File: src/rtl/pcc_pkg.sv
// Package with offsets, field positions, reset values, timing and types of the PLL control block.
package pcc_pkg;
    // Register offsets on the byte-wide register port.
    localparam logic [11:0] ADDR_GLOBAL_CMD = 12'h001;
    localparam logic [11:0] ADDR_REF_DIV = 12'h010;
    localparam logic [11:0] ADDR_REF_SEL = 12'h011;
    localparam logic [11:0] ADDR_IN1_CFG = 12'h012;
    localparam logic [11:0] ADDR_IN2_CFG = 12'h013;
    localparam logic [11:0] ADDR_OSC_MODE = 12'h01C;
    localparam logic [11:0] ADDR_PUMP = 12'h025;
    localparam logic [11:0] ADDR_CAP = 12'h027;
    localparam logic [11:0] ADDR_ABL = 12'h028;
    // Field positions.
    localparam int GC_WAIT_DONE_BIT = 4;
    localparam int GC_BUSY_BIT = 3;
    localparam int GC_CAL_BIT = 2;
    localparam int RS_PIN_MODE_BIT = 2;
    localparam int RS_SEL_BIT = 1;
    localparam int RS_DIV_RST_BIT = 0;
    localparam int IC_TERM_LSB = 2;
    localparam int IC_EN_BIT = 0;
    localparam int OSC_MODE_BIT = 0;
    localparam int CAP_LSB = 2;
    // Values after reset.
    localparam logic [7:0] REF_DIV_RST = 8'h01;
    localparam logic [1:0] TERM_RST = 2'h1;
    localparam logic IN_EN_RST = 1'b1;
    localparam logic [5:0] PUMP_RST = 6'h00;
    localparam logic [3:0] CAP_RST = 4'h0;
    localparam logic [1:0] ABL_RST = 2'h0;
    // Termination codes.
    localparam logic [1:0] TERM_DIFF100 = 2'h0;
    localparam logic [1:0] TERM_GND50 = 2'h1;
    localparam logic [1:0] TERM_AC50 = 2'h2;
    localparam logic [1:0] TERM_HIZ10K = 2'h3;
    // Analog scale: pump step in microamps, capacitance in half picofarads.
    localparam int PUMP_STEP_UA = 50;
    localparam int CIN_FIXED_HALF_PF = 10;
    localparam int CIN_STEP_HALF_PF = 25;
    localparam int CIN_BANK = 15;
    // Timing: power-up wait in seconds and clock rate in hertz.
    localparam int WAIT_S = 2;
    localparam int CLK_HZ = 250_000_000;
    localparam int unsigned WAIT_CYCLES = WAIT_S * CLK_HZ;
    localparam int CAL_CYCLES = 64;
    localparam int ABL_BASE_CYCLES = 1;
    // Calibration sequencer states.
    typedef enum logic [1:0] {
        PCC_CAL_IDLE = 2'b00,
        PCC_CAL_RUN = 2'b01,
        PCC_CAL_SYNC = 2'b10
    } pcc_cal_e;
    // Decoded termination controls of one reference receiver.
    typedef struct packed {
        logic diff100;
        logic gnd50;
        logic ac50;
        logic hiz10k;
        logic bias_hiz;
    } pcc_term_s;
endpackage

File: src/rtl/pcc_top.sv
// PLL configuration, reference mux, reference divider, phase detector and calibration sequencer.
`timescale 1ns/100ps
//////////////////////////////////////////////////////////////////////////////////////////////
// Overview of operation
// RL1 - Pump current is 50 uA times code plus one.
// RL2 - Input capacitance 5 pF plus 12.5 pF per count.
// RL3 - Decode two-bit termination select per reference input.
// RL4 - Enable bit zero disables that reference receiver.
// RL5 - One bit picks oscillator performance or power mode.
// RL6 - Rising calibrate bit starts oscillator band calibration.
// RL7 - Calibrate bit clears itself once accepted.
// RL8 - Host writes full configuration before calibrating.
// RL9 - Host calibrates after power-up, resets, frequency changes.
// RL10 - First calibration waits two seconds after power-up.
// RL11 - Host keeps reference stable before requesting calibration.
// RL12 - Calibration end synchronizes all internal dividers.
// RL13 - Mode bit picks pin or register mux select.
// RL14 - Default ignores pin, register bit steers mux.
// RL15 - Two inputs pass a 2:1 mux into divider.
// RL16 - Each divider has a self-clearing reset bit.
// RL17 - Divider reset restarts count, keeps divide value.
// RL18 - Host resets divider after changing its value.
// RL19 - Reference divider divides by its 8-bit value.
// RL20 - Reference divider reset lives in select control.
// RL21 - Phase detector drives pump from reference versus feedback.
// RL22 - Host keeps divided reference within detector limit.
// RL23 - Adjustable antibacklash pulse removes detector dead zone.
// RL24 - Register select zero picks first, one second input.
//////////////////////////////////////////////////////////////////////////////////////////////
module pcc_top #(
    parameter int unsigned WAIT_CYCLES = pcc_pkg::WAIT_CYCLES
) (
    input wire logic clk_i,
    input wire logic reset_i,
    input wire logic [11:0] addr_i,
    input wire logic [7:0] wdata_i,
    input wire logic wr_i,
    input wire logic rd_i,
    output logic [7:0] rdata_o,
    input wire logic ref1_i,
    input wire logic ref2_i,
    input wire logic ref_sel_pin_i,
    input wire logic fb_i,
    output logic ref1_rx_en_o,
    output logic ref2_rx_en_o,
    output pcc_pkg::pcc_term_s ref1_term_o,
    output pcc_pkg::pcc_term_s ref2_term_o,
    output logic ref_div_pulse_o,
    output logic pump_up_o,
    output logic pump_dn_o,
    output logic [5:0] pump_code_o,
    output logic [11:0] pump_ua_o,
    output logic [pcc_pkg::CIN_BANK-1:0] cin_switch_o,
    output logic [8:0] cin_half_pf_o,
    output logic osc_low_power_o,
    output logic cal_active_o,
    output logic div_sync_o
);
    localparam int CIN_BANK_W = pcc_pkg::CIN_BANK;

    //////////////////////////////////////////////////////////////////////////////////////////
    // Termination decode, shared by both receivers.
    function automatic pcc_pkg::pcc_term_s pcc_term_decode(input logic [1:0] code);
        pcc_pkg::pcc_term_s t;
        t = '0;
        // Each select code closes exactly one termination path.
        case (code)
            pcc_pkg::TERM_DIFF100: begin
                t.diff100 = 1'b1;
                t.bias_hiz = 1'b1;
            end
            pcc_pkg::TERM_GND50: t.gnd50 = 1'b1;
            pcc_pkg::TERM_AC50: t.ac50 = 1'b1;
            default: t.hiz10k = 1'b1;
        endcase
        return t;
    endfunction

    //////////////////////////////////////////////////////////////////////////////////////////
    // Configuration registers.
    logic [7:0] ref_div_reg; // Reference divide value.
    logic ref_pin_mode_reg; // High lets the pin steer the mux.
    logic ref_sel_reg; // Register-driven input choice.
    logic ref_div_rst_reg; // Self-clearing divider restart.
    logic [1:0] term1_reg;
    logic [1:0] term2_reg;
    logic en1_reg;
    logic en2_reg;
    logic osc_mode_reg; // High selects low-power mode.
    logic [5:0] pump_reg;
    logic [3:0] cap_reg;
    logic [1:0] abl_reg; // Extra antibacklash cycles.
    logic cal_pend_reg; // Calibrate bit as software sees it.
    logic wait_done_reg;
    logic [31:0] wait_cnt_reg;
    logic [7:0] rdata_reg;

    // Write decode, one strobe per register.
    wire wr_gc = wr_i && (addr_i == pcc_pkg::ADDR_GLOBAL_CMD);
    wire wr_rd = wr_i && (addr_i == pcc_pkg::ADDR_REF_DIV);
    wire wr_rs = wr_i && (addr_i == pcc_pkg::ADDR_REF_SEL);
    wire wr_i1 = wr_i && (addr_i == pcc_pkg::ADDR_IN1_CFG);
    wire wr_i2 = wr_i && (addr_i == pcc_pkg::ADDR_IN2_CFG);
    wire wr_om = wr_i && (addr_i == pcc_pkg::ADDR_OSC_MODE);
    wire wr_pc = wr_i && (addr_i == pcc_pkg::ADDR_PUMP);
    wire wr_cp = wr_i && (addr_i == pcc_pkg::ADDR_CAP);
    wire wr_ab = wr_i && (addr_i == pcc_pkg::ADDR_ABL);

    // Only a 0 to 1 change of the stored bit counts as a new command.
    wire cal_rise = wr_gc && wdata_i[pcc_pkg::GC_CAL_BIT] && !cal_pend_reg; // [RL6]
    pcc_pkg::pcc_cal_e cal_state_reg;
    pcc_pkg::pcc_cal_e cal_state_next;
    // Accept only once the power-up wait is over and no calibration runs.
    wire cal_accept = cal_pend_reg && wait_done_reg && (cal_state_reg == pcc_pkg::PCC_CAL_IDLE); // [RL10]

    // Configuration writes; divider reset self-clears the cycle after it is set.
    always_ff @(posedge clk_i or posedge reset_i) begin
        if (reset_i) begin
            ref_div_reg <= pcc_pkg::REF_DIV_RST;
            ref_pin_mode_reg <= 1'b0; // [RL14]
            ref_sel_reg <= 1'b0;
            ref_div_rst_reg <= 1'b0;
            term1_reg <= pcc_pkg::TERM_RST;
            term2_reg <= pcc_pkg::TERM_RST;
            en1_reg <= pcc_pkg::IN_EN_RST;
            en2_reg <= pcc_pkg::IN_EN_RST;
            osc_mode_reg <= 1'b0;
            pump_reg <= pcc_pkg::PUMP_RST;
            cap_reg <= pcc_pkg::CAP_RST;
            abl_reg <= pcc_pkg::ABL_RST;
        end else begin
            if (wr_rd) begin
                ref_div_reg <= wdata_i;
            end
            if (wr_rs) begin
                ref_pin_mode_reg <= wdata_i[pcc_pkg::RS_PIN_MODE_BIT]; // [RL13]
                ref_sel_reg <= wdata_i[pcc_pkg::RS_SEL_BIT];
            end
            ref_div_rst_reg <= wr_rs && wdata_i[pcc_pkg::RS_DIV_RST_BIT]; // [RL16] [RL20]
            if (wr_i1) begin
                term1_reg <= wdata_i[pcc_pkg::IC_TERM_LSB +: 2];
                en1_reg <= wdata_i[pcc_pkg::IC_EN_BIT];
            end
            if (wr_i2) begin
                term2_reg <= wdata_i[pcc_pkg::IC_TERM_LSB +: 2];
                en2_reg <= wdata_i[pcc_pkg::IC_EN_BIT];
            end
            if (wr_om) begin
                osc_mode_reg <= wdata_i[pcc_pkg::OSC_MODE_BIT]; // [RL5]
            end
            if (wr_pc) begin
                pump_reg <= wdata_i[5:0];
            end
            if (wr_cp) begin
                cap_reg <= wdata_i[pcc_pkg::CAP_LSB +: 4];
            end
            if (wr_ab) begin
                abl_reg <= wdata_i[1:0];
            end
        end
    end

    //////////////////////////////////////////////////////////////////////////////////////////
    // Power-up wait timer and calibrate command.
    // The timer runs once after reset; later calibrations are never gated by it.
    always_ff @(posedge clk_i or posedge reset_i) begin
        if (reset_i) begin
            wait_cnt_reg <= 32'h0000_0000;
            wait_done_reg <= 1'b0;
        end else if (!wait_done_reg) begin
            wait_cnt_reg <= wait_cnt_reg + 32'h0000_0001;
            wait_done_reg <= (wait_cnt_reg == 32'(WAIT_CYCLES - 1)); // [RL10]
        end
    end

    // A command written during the wait stays pending; acceptance clears it.
    // A write of the bit in the accept cycle is not a rise, since the bit is still pending, so the clear wins.
    always_ff @(posedge clk_i or posedge reset_i) begin
        if (reset_i) begin
            cal_pend_reg <= 1'b0;
        end else if (cal_rise) begin
            cal_pend_reg <= 1'b1;
        end else if (cal_accept) begin
            cal_pend_reg <= 1'b0; // [RL7]
        end
    end

    //////////////////////////////////////////////////////////////////////////////////////////
    // Calibration sequencer: run the band search, then pulse the divider sync.
    logic [6:0] cal_cnt_reg;
    wire cal_last = (cal_cnt_reg == 7'(pcc_pkg::CAL_CYCLES - 1));

    always_comb begin
        cal_state_next = cal_state_reg;
        case (cal_state_reg)
            pcc_pkg::PCC_CAL_IDLE: begin
                if (cal_accept) begin
                    cal_state_next = pcc_pkg::PCC_CAL_RUN; // [RL6]
                end
            end
            pcc_pkg::PCC_CAL_RUN: begin
                if (cal_last) begin
                    cal_state_next = pcc_pkg::PCC_CAL_SYNC;
                end
            end
            default: cal_state_next = pcc_pkg::PCC_CAL_IDLE;
        endcase
    end

    // State and band-search duration counter.
    always_ff @(posedge clk_i or posedge reset_i) begin
        if (reset_i) begin
            cal_state_reg <= pcc_pkg::PCC_CAL_IDLE;
            cal_cnt_reg <= 7'h00;
        end else begin
            cal_state_reg <= cal_state_next;
            cal_cnt_reg <= (cal_state_reg == pcc_pkg::PCC_CAL_RUN) ? cal_cnt_reg + 7'h01 : 7'h00;
        end
    end

    assign cal_active_o = (cal_state_reg == pcc_pkg::PCC_CAL_RUN);
    assign div_sync_o = (cal_state_reg == pcc_pkg::PCC_CAL_SYNC); // [RL12]

    //////////////////////////////////////////////////////////////////////////////////////////
    // Reference receivers and input mux.
    wire ref1_g = ref1_i && en1_reg; // [RL4]
    wire ref2_g = ref2_i && en2_reg; // [RL4]
    wire sel_second = ref_pin_mode_reg ? ref_sel_pin_i : ref_sel_reg; // [RL13] [RL24]
    wire ref_mux = sel_second ? ref2_g : ref1_g; // [RL15]
    assign ref1_rx_en_o = en1_reg;
    assign ref2_rx_en_o = en2_reg;
    assign ref1_term_o = pcc_term_decode(term1_reg); // [RL3]
    assign ref2_term_o = pcc_term_decode(term2_reg); // [RL3]

    //////////////////////////////////////////////////////////////////////////////////////////
    // Reference divider: one pulse per ref_div_reg rising edges of the chosen input.
    logic ref_prev_reg;
    logic fb_prev_reg;
    logic [7:0] rdiv_cnt_reg;
    logic rdiv_pulse_reg;
    wire ref_edge = ref_mux && !ref_prev_reg;
    wire fb_edge = fb_i && !fb_prev_reg;
    // A value of zero is outside the legal range and leaves the divider silent.
    wire rdiv_wrap = ref_edge && (ref_div_reg != 8'h00) && (rdiv_cnt_reg >= ref_div_reg - 8'h01);
    // Restart clears the count but leaves the programmed value alone.
    wire rdiv_restart = ref_div_rst_reg || div_sync_o; // [RL17] [RL12]

    always_ff @(posedge clk_i or posedge reset_i) begin
        if (reset_i) begin
            ref_prev_reg <= 1'b0;
            fb_prev_reg <= 1'b0;
            rdiv_cnt_reg <= 8'h00;
            rdiv_pulse_reg <= 1'b0;
        end else begin
            ref_prev_reg <= ref_mux;
            fb_prev_reg <= fb_i;
            rdiv_pulse_reg <= rdiv_wrap && !rdiv_restart; // [RL19]
            if (rdiv_restart || rdiv_wrap) begin
                rdiv_cnt_reg <= 8'h00; // [RL17]
            end else if (ref_edge) begin
                rdiv_cnt_reg <= rdiv_cnt_reg + 8'h01;
            end
        end
    end
    assign ref_div_pulse_o = rdiv_pulse_reg;

    //////////////////////////////////////////////////////////////////////////////////////////
    // Phase detector: up on divided reference, down on feedback, both clear after a delay.
    // Holding both outputs briefly is what removes the dead zone around zero phase error.
    logic up_reg;
    logic dn_reg;
    logic [2:0] abl_cnt_reg;
    wire [2:0] abl_len = 3'(pcc_pkg::ABL_BASE_CYCLES) + {1'b0, abl_reg};
    wire pfd_clr = up_reg && dn_reg && (abl_cnt_reg >= abl_len - 3'h1); // [RL23]

    always_ff @(posedge clk_i or posedge reset_i) begin
        if (reset_i) begin
            up_reg <= 1'b0;
            dn_reg <= 1'b0;
            abl_cnt_reg <= 3'h0;
        end else begin
            // A new edge in the clearing cycle is kept, so no edge is lost.
            up_reg <= (up_reg && !pfd_clr) || rdiv_pulse_reg; // [RL21]
            dn_reg <= (dn_reg && !pfd_clr) || fb_edge; // [RL21]
            abl_cnt_reg <= (up_reg && dn_reg && !pfd_clr) ? abl_cnt_reg + 3'h1 : 3'h0;
        end
    end
    assign pump_up_o = up_reg;
    assign pump_dn_o = dn_reg;

    //////////////////////////////////////////////////////////////////////////////////////////
    // Analog settings: pump current, op-amp input capacitance, oscillator mode.
    assign pump_code_o = pump_reg;
    assign pump_ua_o = 12'(pcc_pkg::PUMP_STEP_UA * (32'(pump_reg) + 1)); // [RL1]
    assign cin_half_pf_o = 9'(pcc_pkg::CIN_FIXED_HALF_PF + pcc_pkg::CIN_STEP_HALF_PF * 32'(cap_reg)); // [RL2]
    genvar gi;
    // One switched capacitor per count, filled as a thermometer code.
    generate
        for (gi = 0; gi < CIN_BANK_W; gi++) begin : g_cin
            assign cin_switch_o[gi] = (32'(cap_reg) > gi); // [RL2]
        end
    endgenerate
    assign osc_low_power_o = osc_mode_reg; // [RL5]

    //////////////////////////////////////////////////////////////////////////////////////////
    // Read port: data stand in the cycle after the strobe; unmapped reads give zero.
    wire [7:0] gc_rd = {3'h0, wait_done_reg, cal_state_reg != pcc_pkg::PCC_CAL_IDLE, cal_pend_reg, 2'h0};
    wire [7:0] rs_rd = {5'h00, ref_pin_mode_reg, ref_sel_reg, 1'b0};
    wire [7:0] rd_mux = (addr_i == pcc_pkg::ADDR_GLOBAL_CMD) ? gc_rd :
                        (addr_i == pcc_pkg::ADDR_REF_DIV) ? ref_div_reg :
                        (addr_i == pcc_pkg::ADDR_REF_SEL) ? rs_rd :
                        (addr_i == pcc_pkg::ADDR_IN1_CFG) ? {4'h0, term1_reg, 1'b0, en1_reg} :
                        (addr_i == pcc_pkg::ADDR_IN2_CFG) ? {4'h0, term2_reg, 1'b0, en2_reg} :
                        (addr_i == pcc_pkg::ADDR_OSC_MODE) ? {7'h00, osc_mode_reg} :
                        (addr_i == pcc_pkg::ADDR_PUMP) ? {2'h0, pump_reg} :
                        (addr_i == pcc_pkg::ADDR_CAP) ? {2'h0, cap_reg, 2'h0} :
                        (addr_i == pcc_pkg::ADDR_ABL) ? {6'h00, abl_reg} : 8'h00;

    always_ff @(posedge clk_i or posedge reset_i) begin
        if (reset_i) begin
            rdata_reg <= 8'h00;
        end else begin
            rdata_reg <= rd_i ? rd_mux : 8'h00;
        end
    end
    assign rdata_o = rdata_reg;
endmodule

File: config.mk
export PLATFORM = sky130hd
export DESIGN_NAME = pcc_top
export DESIGN_NICKNAME = d
export VERILOG_FILES = /design/src/rtl/pcc_pkg.sv /design/src/rtl/pcc_top.sv
export SDC_FILE = /design/constraint.sdc
export NUM_CORES = 1
export LEC_CHECK = 0
export ABC_AREA = 1
export BUFFER_PORTS_ARGS = -buffer_cell sky130_fd_sc_hd__buf_2
export CORE_ASPECT_RATIO = 1.5
export CORE_MARGIN = 4
export CORE_UTILIZATION = 40
export DETAILED_ROUTE_END_ITERATION = 7
export MAX_ROUTING_LAYER = met4
export SETUP_SLACK_MARGIN = 0.3
export SLEW_MARGIN = 0
export SYNTH_ARGS = -nofsm -noshare
export SYNTH_HDL_FRONTEND = slang
export SYNTH_SLANG_ARGS = --single-unit
File: constraint.sdc
create_clock -name clk_i -period 4.9 [get_ports clk_i]
set_input_delay 0.98 -clock clk_i [delete_from_list [all_inputs] [get_ports clk_i]]
set_output_delay 0.98 -clock clk_i [all_outputs]
set_load 0.02 [all_outputs]
# == Yosys cells after proc, flatten, opt, wreduce, memory -nomap -nowiden ==
# Cells that the tools add are included.
# classes
add_sub_neg,9
multipliers,2
n_lt_le_gt_ge,17
eq_ne,19
n_mux,30
reduce_logical,45
# op_table
op,count
12-bit by 5-bit equality test with 1-bit output (second input constant),5
8-bit two-way mux,5
12-bit by 6-bit equality test with 1-bit output (second input constant),3
6-bit two-way mux,6
32-bit by 1-bit adder with 32-bit output (second input constant),1
32-bit by 29-bit equality test with 1-bit output (second input constant),1
4-bit > comparator (second input constant),7
1-bit logical AND,26
4-bit by 3-bit > comparator with 1-bit output (second input constant),4
1-bit two-way mux,13
12-bit by 1-bit equality test with 1-bit output (second input constant),1
5-bit by 7-bit multiplier with 11-bit output (first input constant),1
4-bit by 9-bit adder with 9-bit output (first input constant),1
5-bit by 4-bit multiplier with 9-bit output (first input constant),1
8-bit by 1-bit adder with 8-bit output (second input constant),1
8-bit greater-or-equal comparator,1
4-bit by 1-bit > comparator with 1-bit output (second input constant),2
4-bit by 2-bit > comparator with 1-bit output (second input constant),2
8-bit nonzero test,1
8-bit by 1-bit subtractor with 8-bit output (second input constant),1
6-bit by 1-bit adder with 7-bit output (second input constant),1
7-bit by 1-bit adder with 7-bit output (second input constant),1
7-bit by 6-bit equality test with 1-bit output (second input constant),1
7-bit two-way mux,1
17 further kinds,35
# totals
regBits,97
in_bits,28
out_inout_bits,68
elab_cells,147

# == Logic depth before layout (Yosys ltp) ==
# Gate-level depths: netlist (run 1).
# logic_depth
ltp_word,11
ltp_mapped,14
mapped_depth_nobuf,14

# == Worst setup path before layout (run 1) ==
# No wires, ideal clock.
# synth_path
path_type,reg2out
start,"register pump_reg[0], in the netlist pump_code_o[0]"
end,output pump_ua_o[11]
t_arrival_ns,3.472
t_required_ns,3.920
setup_slack_ns,0.448
path_stages_with_launch,13
path_buffers,0
path_cell_list,dfrtp_1 ha_1 xor2_1 ha_1 ha_1 fa_1 ha_1 nand2_1 o21ai_0 nand2_1 nand2_1 a21oi_1 xor2_1
# synth_between
elab_chain_cells,2
# synth_lines
item,line,source
start: declaration,pcc_top.sv:90,logic [5:0] pump_reg;
start signal: assignment,pcc_top.sv:128,pump_reg <= pcc_pkg::PUMP_RST;
start signal: assignment,pcc_top.sv:152,pump_reg <= wdata_i[5:0];
6-bit by 1-bit adder with 7-bit output,pcc_top.sv:294,assign pump_ua_o = 12'(pcc_pkg::PUMP_STEP_UA * (32'(pump_reg) + 1));
5-bit by 7-bit multiplier with 11-bit output,pcc_top.sv:294,
end: declaration,pcc_top.sv:52,"output logic [11:0] pump_ua_o,"
# No other way between the ends.

# == Worst setup path in the final report (run 1) ==
# layout_path
start,"register pump_reg[0], in the netlist pump_code_o[0]"
end,output pump_ua_o[10]
# Same word-level chain as after synthesis.

==> results of run 1 <==
layout by cell type (no fill, tap or decap), types with 2 or more instances in the layout:
master      Yosys  layout
nand4_1        20      20
o21ai_0        45      44
nand2_4         3       3
nor2_2          3       3
a21oi_1        21      19
clkinvlp_4      0       3
clkbuf_16       0       9
xor2_1         47      47
nand3_1        30      30
xnor2_1         7       7
nand2_2         5       5
dfrtp_2         0       3
o31ai_1         2       2
buf_4           4       8
o21bai_1        2       2
nand3_2         3       3
nor2_8          2       2
inv_1         142     140
ha_1           58      55
nand3b_1        4       4
nor2_1         73      73
bufinv_16       0       2
dfstp_2         5       5
nand2_1       196     196
nor3_1         24      24
o21ai_1        16      16
a21oi_2         0       2
inv_2           6       7
a211oi_1        2       2
dfrtp_1        92      89
fa_1            4       4
inv_6           0       2
ha_4            0       2
nor4_1          4       4
nor2_4          4       4
buf_2           1      93
final timing paths:
check	end	slack (ns)	depth (start not counted)
max in group asynchronous	pump_code_o[2]	3.19	3
max reg2reg	rdiv_cnt_reg[1]	2.49	14
min reg2reg	pump_dn_o	0.44	1
max	pump_ua_o[10]	0.48	12
min	pump_dn_o	0.44	1
min in group asynchronous	rdiv_cnt_reg[4]	0.78	2
critical path, delay by kind of cell, from the launching register on:
kind	cells	cell delay (ns)
simple gates	2	0.18
compound gates	2	0.29
xor+xnor	2	0.32
flops	1	0.46
fa+ha+maj	5	1.69
buf+inv	1	0.17
stage by stage:
stage / std cells / setup slack [ns]
finish: 1160 / 0.482
global route: 1160 / 0.301
CTS: 1153 / 0.301
detailed placement: 1137 / 0.649
global placement: 1137 / 0.695
floorplan: 846 / 0.448
power breakdown:
part	total, mW	internal, mW	switching (mW)	leakage (nW)
Clock	0.776	0.451	0.325	0.149
Sequential	0.807	0.804	0.00319	1.29
Combinational	0.0753	0.0212	0.0540	2.83
cell families after synthesis:
logic type | count (synthesis) | synth area share
muxes | 1 | 0.00171
and+or+nand+nor | 378 | 0.262
other | 1 | 0.000569
DFF | 97 | 0.370
adders and majority gates | 62 | 0.122
buffers and inverters | 159 | 0.0942
AOI/OAI and AO/OA | 93 | 0.0752
xor gates and xnor gates | 55 | 0.0743
area by class of cell:
type,count,area share
diodes,1,0.000326
clock buffers,9,0.0293
clock inverters,7,0.0130
inverters,149,0.0732
multi-input cells,590,0.465
flip-flops and latches,97,0.317
well taps,206,0.0336
repair buffers,101,0.0684
repair_timing:
action                                  CTS  global route
setup buffers                             0             6
hold buffers                              0             0
gates resized for setup                   1            11
pin swaps                                 0             1
endpoints found under the setup margin    1             3
layer usage:
layer / track usage / up-vias / share of wire
met3: 0.0281 / 27 / 0.046
met2: 0.338 / 123 / 0.52
met4: 0.0640 / 0 / 0.023
li1: - / 2878 / -
met5: - / - / 0
met1: 0.203 / 2593 / 0.41
==> out/metrics.cfg, run 1 <==
[drt]
wl_per_cell_microns=14.0
vias=5621
drt-total-wl_mm=16.3
first_iter_violations=229
drcViolationCount=0
viasPerCell=4.85
first_pass_iters=4
ant_nets=0

[sta]
worstMarginPinSlew_ns=0.824
maxSlewViolCount=0
hold_violations=0
skew_ns=0.00566
setup_viol=0
slew_headroom=0.450
max_freq_mhz=226
period_needed_ns=4.42
fin_hold_ws_ns=0.442
fin_setup_tns_ns=0
rsz0062_at_grt=no
finalCritPeriodShare=0.902

[min_path]
hold_class=flop to flop
hold_path_startpoint=fb_prev_reg

[clock_tree]
cts_buffers=9
htreeDepth=3
root_buffer=clkbuf_16
clk_pin_slew_worst_paths_ns=0.07
cts_buffer_depth=2
clk_latency_ns=0.35
cts_sinks=97
cts_tree=built

[run_status]
run_status=finished, final reports clean

[worst_setup_path]
rr_startpoint=ref_div_reg[0]
crit_slowest_cell=fa_1
crit_type=flop to output pin
critPathCaptureType=output pin
worst_path_largest_cell_delay_ns=0.53
startpoint=pump_code_o[0]
critPathArrivalTime_ns=3.44
critical_path.max_fanout=7
crit_chain=ha_2, xor2_1, ha_1, ha_1, fa_1, ha_4, nand3_1, nand2_1, a21oi_1, o21ai_0, xor2_1, buf_2
critPathLaunchType=flop
crit_required_ns=3.92

[logic_synthesis]
synth_top_area_cell=dfrtp_1
synth_edf_count=0
ys.flop_type=dfrtp_1
ys_warn_count=0
seq_area_frac_synth=0.370
synth_commonest_cells=nand2_1, inv_1, dfrtp_1
ys_async_sr_fraction=1.00
synth_area_sq_um=6590
syn_avg_cell_area_sq_um=7.78
yosysMostFrequentCell=nand2_1
synth_top_cell_area_share=0.350
ys_ff_latch=97
yosysUniqueCellTypes=47
synth_fp_nets=936
syn_inst=846
yosys-top-cells-area=dfrtp_1, nand2_1, ha_1

[global_route]
grt_pass1_vias=5593
grt_usage=0.185
grt_max_degree=67
grt-ovfl-total=0
antenna_found_initial=1
grt_pass1_wl_mm=27.0

[floorplan]
dieArea_sq_um=18600
core_area_sq_um=16200
die_h_microns=165
num_io_pins=96
num_rows=57
initial_core_util=0.407
die_w_microns=113

[power_and_ir_drop]
fin_total_pwr_mw=1.66
peakVddDrop_mv=0.138
p_leak_nw=4.27
powerDensity_nw_per_um2=216

[place]
postPlaceCellArea_sq_um=7260
gp_congestion=0.879
portBuffers=94
dpl.hpwl_mm=13.1

[final_layout]
final_area_sq_um=7680
area_delta_synth_final_pct=16.6
nets=1038
largest_reg_flops=32
fill_cells=1616
drive_gt1_frac=0.172
regArea_sq_um=2440
multi_input_area_sq_um=3570
utilization=0.474

[run]
maxCapViolCount=0

Note: power is estimated with default switching activity, not from simulation.
==> run 2: changes to the inputs <==
--- a/config.mk
+++ b/config.mk
@@ -12,6 +12,7 @@
 export CORE_UTILIZATION = 40
 export DETAILED_ROUTE_END_ITERATION = 7
 export MAX_ROUTING_LAYER = met4
+export RECOVER_POWER = 100
 export SETUP_SLACK_MARGIN = 0.3
 export SLEW_MARGIN = 0
 export SYNTH_ARGS = -nofsm -noshare
==> out/metrics.cfg, run 2 (same netlist as run 1, synthesis figures left out) <==
[floorplan]
core_area_sq_um=16200  ; unchanged
dieArea_sq_um=18600  ; unchanged
die_w_microns=113  ; unchanged
num_io_pins=96  ; unchanged
die_h_microns=165  ; unchanged
num_rows=57  ; unchanged
initial_core_util=0.407  ; unchanged

[clock_tree]
clk_latency_ns=0.34  ; about the same
cts_sinks=97  ; unchanged
cts_buffers=9  ; unchanged
htreeDepth=3  ; unchanged
cts_tree=built
hold_buffers=0  ; unchanged
cts_buffer_depth=2  ; unchanged
clk_pin_slew_worst_paths_ns=0.07  ; about the same
root_buffer=clkbuf_16

[worst_setup_path]
critPathArrivalTime_ns=3.58  ; +0.14 ns
critPathCaptureType=output pin
cpMostUsedCell=ha_1
critPathTopFamily=adder cells
cp.buffers_inverters=1  ; unchanged
critical_path.max_fanout=7  ; unchanged
worst_path_largest_cell_delay_ns=0.53  ; about the same
crit_slowest_cell=fa_1
crit_required_ns=3.92  ; about the same
crit_chain=ha_1, xor2_1, ha_1, ha_1, fa_1, ha_4, nand3_1, nand2_1, a21oi_1, o21ai_0, xor2_1, clkbuf_1
critPathLaunchType=flop
crit_type=flop to output pin

[global_route]
grt_pass1_vias=5593  ; unchanged
grt_usage=0.185  ; unchanged
antenna_found_initial=1  ; unchanged
grt-ovfl-total=0  ; unchanged
grt_pass1_wl_mm=27.0  ; unchanged
grt_max_degree=67  ; unchanged

[sta]
finalCritPeriodShare=0.930  ; +0.0289
max_freq_mhz=219  ; -3.1%
skew_ns=0.00597  ; +0.000311 ns
period_needed_ns=4.56  ; +0.142 ns
maxSlewViolCount=67  ; +67
fin_setup_tns_ns=0  ; unchanged
setup_viol=0  ; unchanged
hold_violations=0  ; unchanged
worstMarginPinSlew_ns=2.90  ; +2.08 ns
finalWorstSetupSlack_ns=0.341  ; -0.142 ns
rsz0062_at_grt=no
slew_headroom=-0.947  ; -1.40

[run_status]
run_status=finished with violations
violations=capacitance limit, slew limit

[place]
placed_cells=1137  ; unchanged
gp_congestion=0.879  ; unchanged
portBuffers=94  ; unchanged
dpl.hpwl_mm=13.1  ; unchanged
dpl_worst_slack_ns=0.649  ; unchanged

[power_and_ir_drop]
powerDensity_nw_per_um2=220  ; +2.0%
peakVddDrop_mv=0.133  ; -3.2%
p_leak_nw=3.97  ; -7.1%
fin_total_pwr_mw=1.65  ; -0.46%

[final_layout]
drive_gt1_frac=0.0839  ; -0.0881
final_common_cell=nand2_1
nets=1038  ; unchanged
area_delta_synth_final_pct=13.8
largest_reg_flops=32  ; unchanged
fin_cells=1160  ; unchanged
utilization=0.463  ; -0.0116
most-common-layout-cells=nand2_1, inv_1, dfrtp_1, nor2_1, clkbuf_1

[drt]
vias=5619  ; -0.036%
ant_nets=0  ; unchanged
drcViolationCount=0  ; unchanged
drt-total-wl_mm=16.4  ; +0.69%
first_iter_violations=262  ; +14%
viasPerCell=4.84  ; about the same
first_pass_iters=4  ; unchanged
wl_per_cell_microns=14.1  ; +0.69%

[run]
maxCapViolCount=1  ; +1

[min_path]
hold_class=flop to flop

run 2: changes by cell type in the layout (fill, tap and decap cells not counted), sizes merged:
cell      previous run  this run
clkinvlp             3         4
inv                150       149
clkbuf               9        72
buf                101        38
run 2: per-layer routing:
metal | vias to the layer above | global-route usage | share of wire
met1 | 2610 | 0.203 | 0.41
met4 | 0 | 0.0640 | 0.018
met3 | 18 | 0.0281 | 0.046
met5 | - | - | 0
met2 | 117 | 0.338 | 0.53
li1 | 2874 | - | -
run 2: final cells by class:
cell class / instances / area, sq um
fillers: 1678 / 8700
multi-input cells: 590 / 3470
flip-flops and latches: 97 / 2430
inverters: 149 / 561
repair buffers: 101 / 443
well taps: 206 / 258
clock buffers: 9 / 225
clock inverters: 7 / 100
diodes: 1 / 2.50
run 2: final timing paths:
check | start | endpoint | slack, ns | cells after the start
max in group asynchronous | reset_i | pump_code_o[2] | 1.65 | 3
worst max-delay path | pump_code_o[0] | pump_ua_o[10] | 0.34 | 12
worst min register to register | fb_prev_reg | pump_dn_o | 0.44 | 1
worst max register to register | ref_div_reg[0] | rdiv_cnt_reg[1] | 2.46 | 14
worst min-delay path | fb_prev_reg | pump_dn_o | 0.44 | 1
min in group asynchronous | reset_i | rdiv_cnt_reg[4] | 1.45 | 2
run 2: repair_timing:
| action | 4_1_cts | 5_1_grt |
|---|---|---|
| pin swaps | 0 | 1 |
| buffers inserted | 0 | 6 |
| gates resized for setup | 1 | 11 |
| endpoints found under the setup margin | 1 | 3 |
run 2: power by group:
group / switching (mW) / leakage (nW) / internal, mW
registers: 0.00320 / 1.30 / 0.804
logic: 0.0533 / 2.52 / 0.0201
clock network: 0.320 / 0.149 / 0.451
total: 0.376 / 3.97 / 1.28
run 2: stage by stage:
step / instance area (sq um) / hold slack [ns]
4_1_cts: 7590 / 0.445
2_1_floorplan: 6590 / 0.410
3_5_place_dp: 7260 / 0.430
3_3_place_gp: 7260 / 0.416
6_report: 7490 / 0.442
5_1_grt: 7490 / 0.455
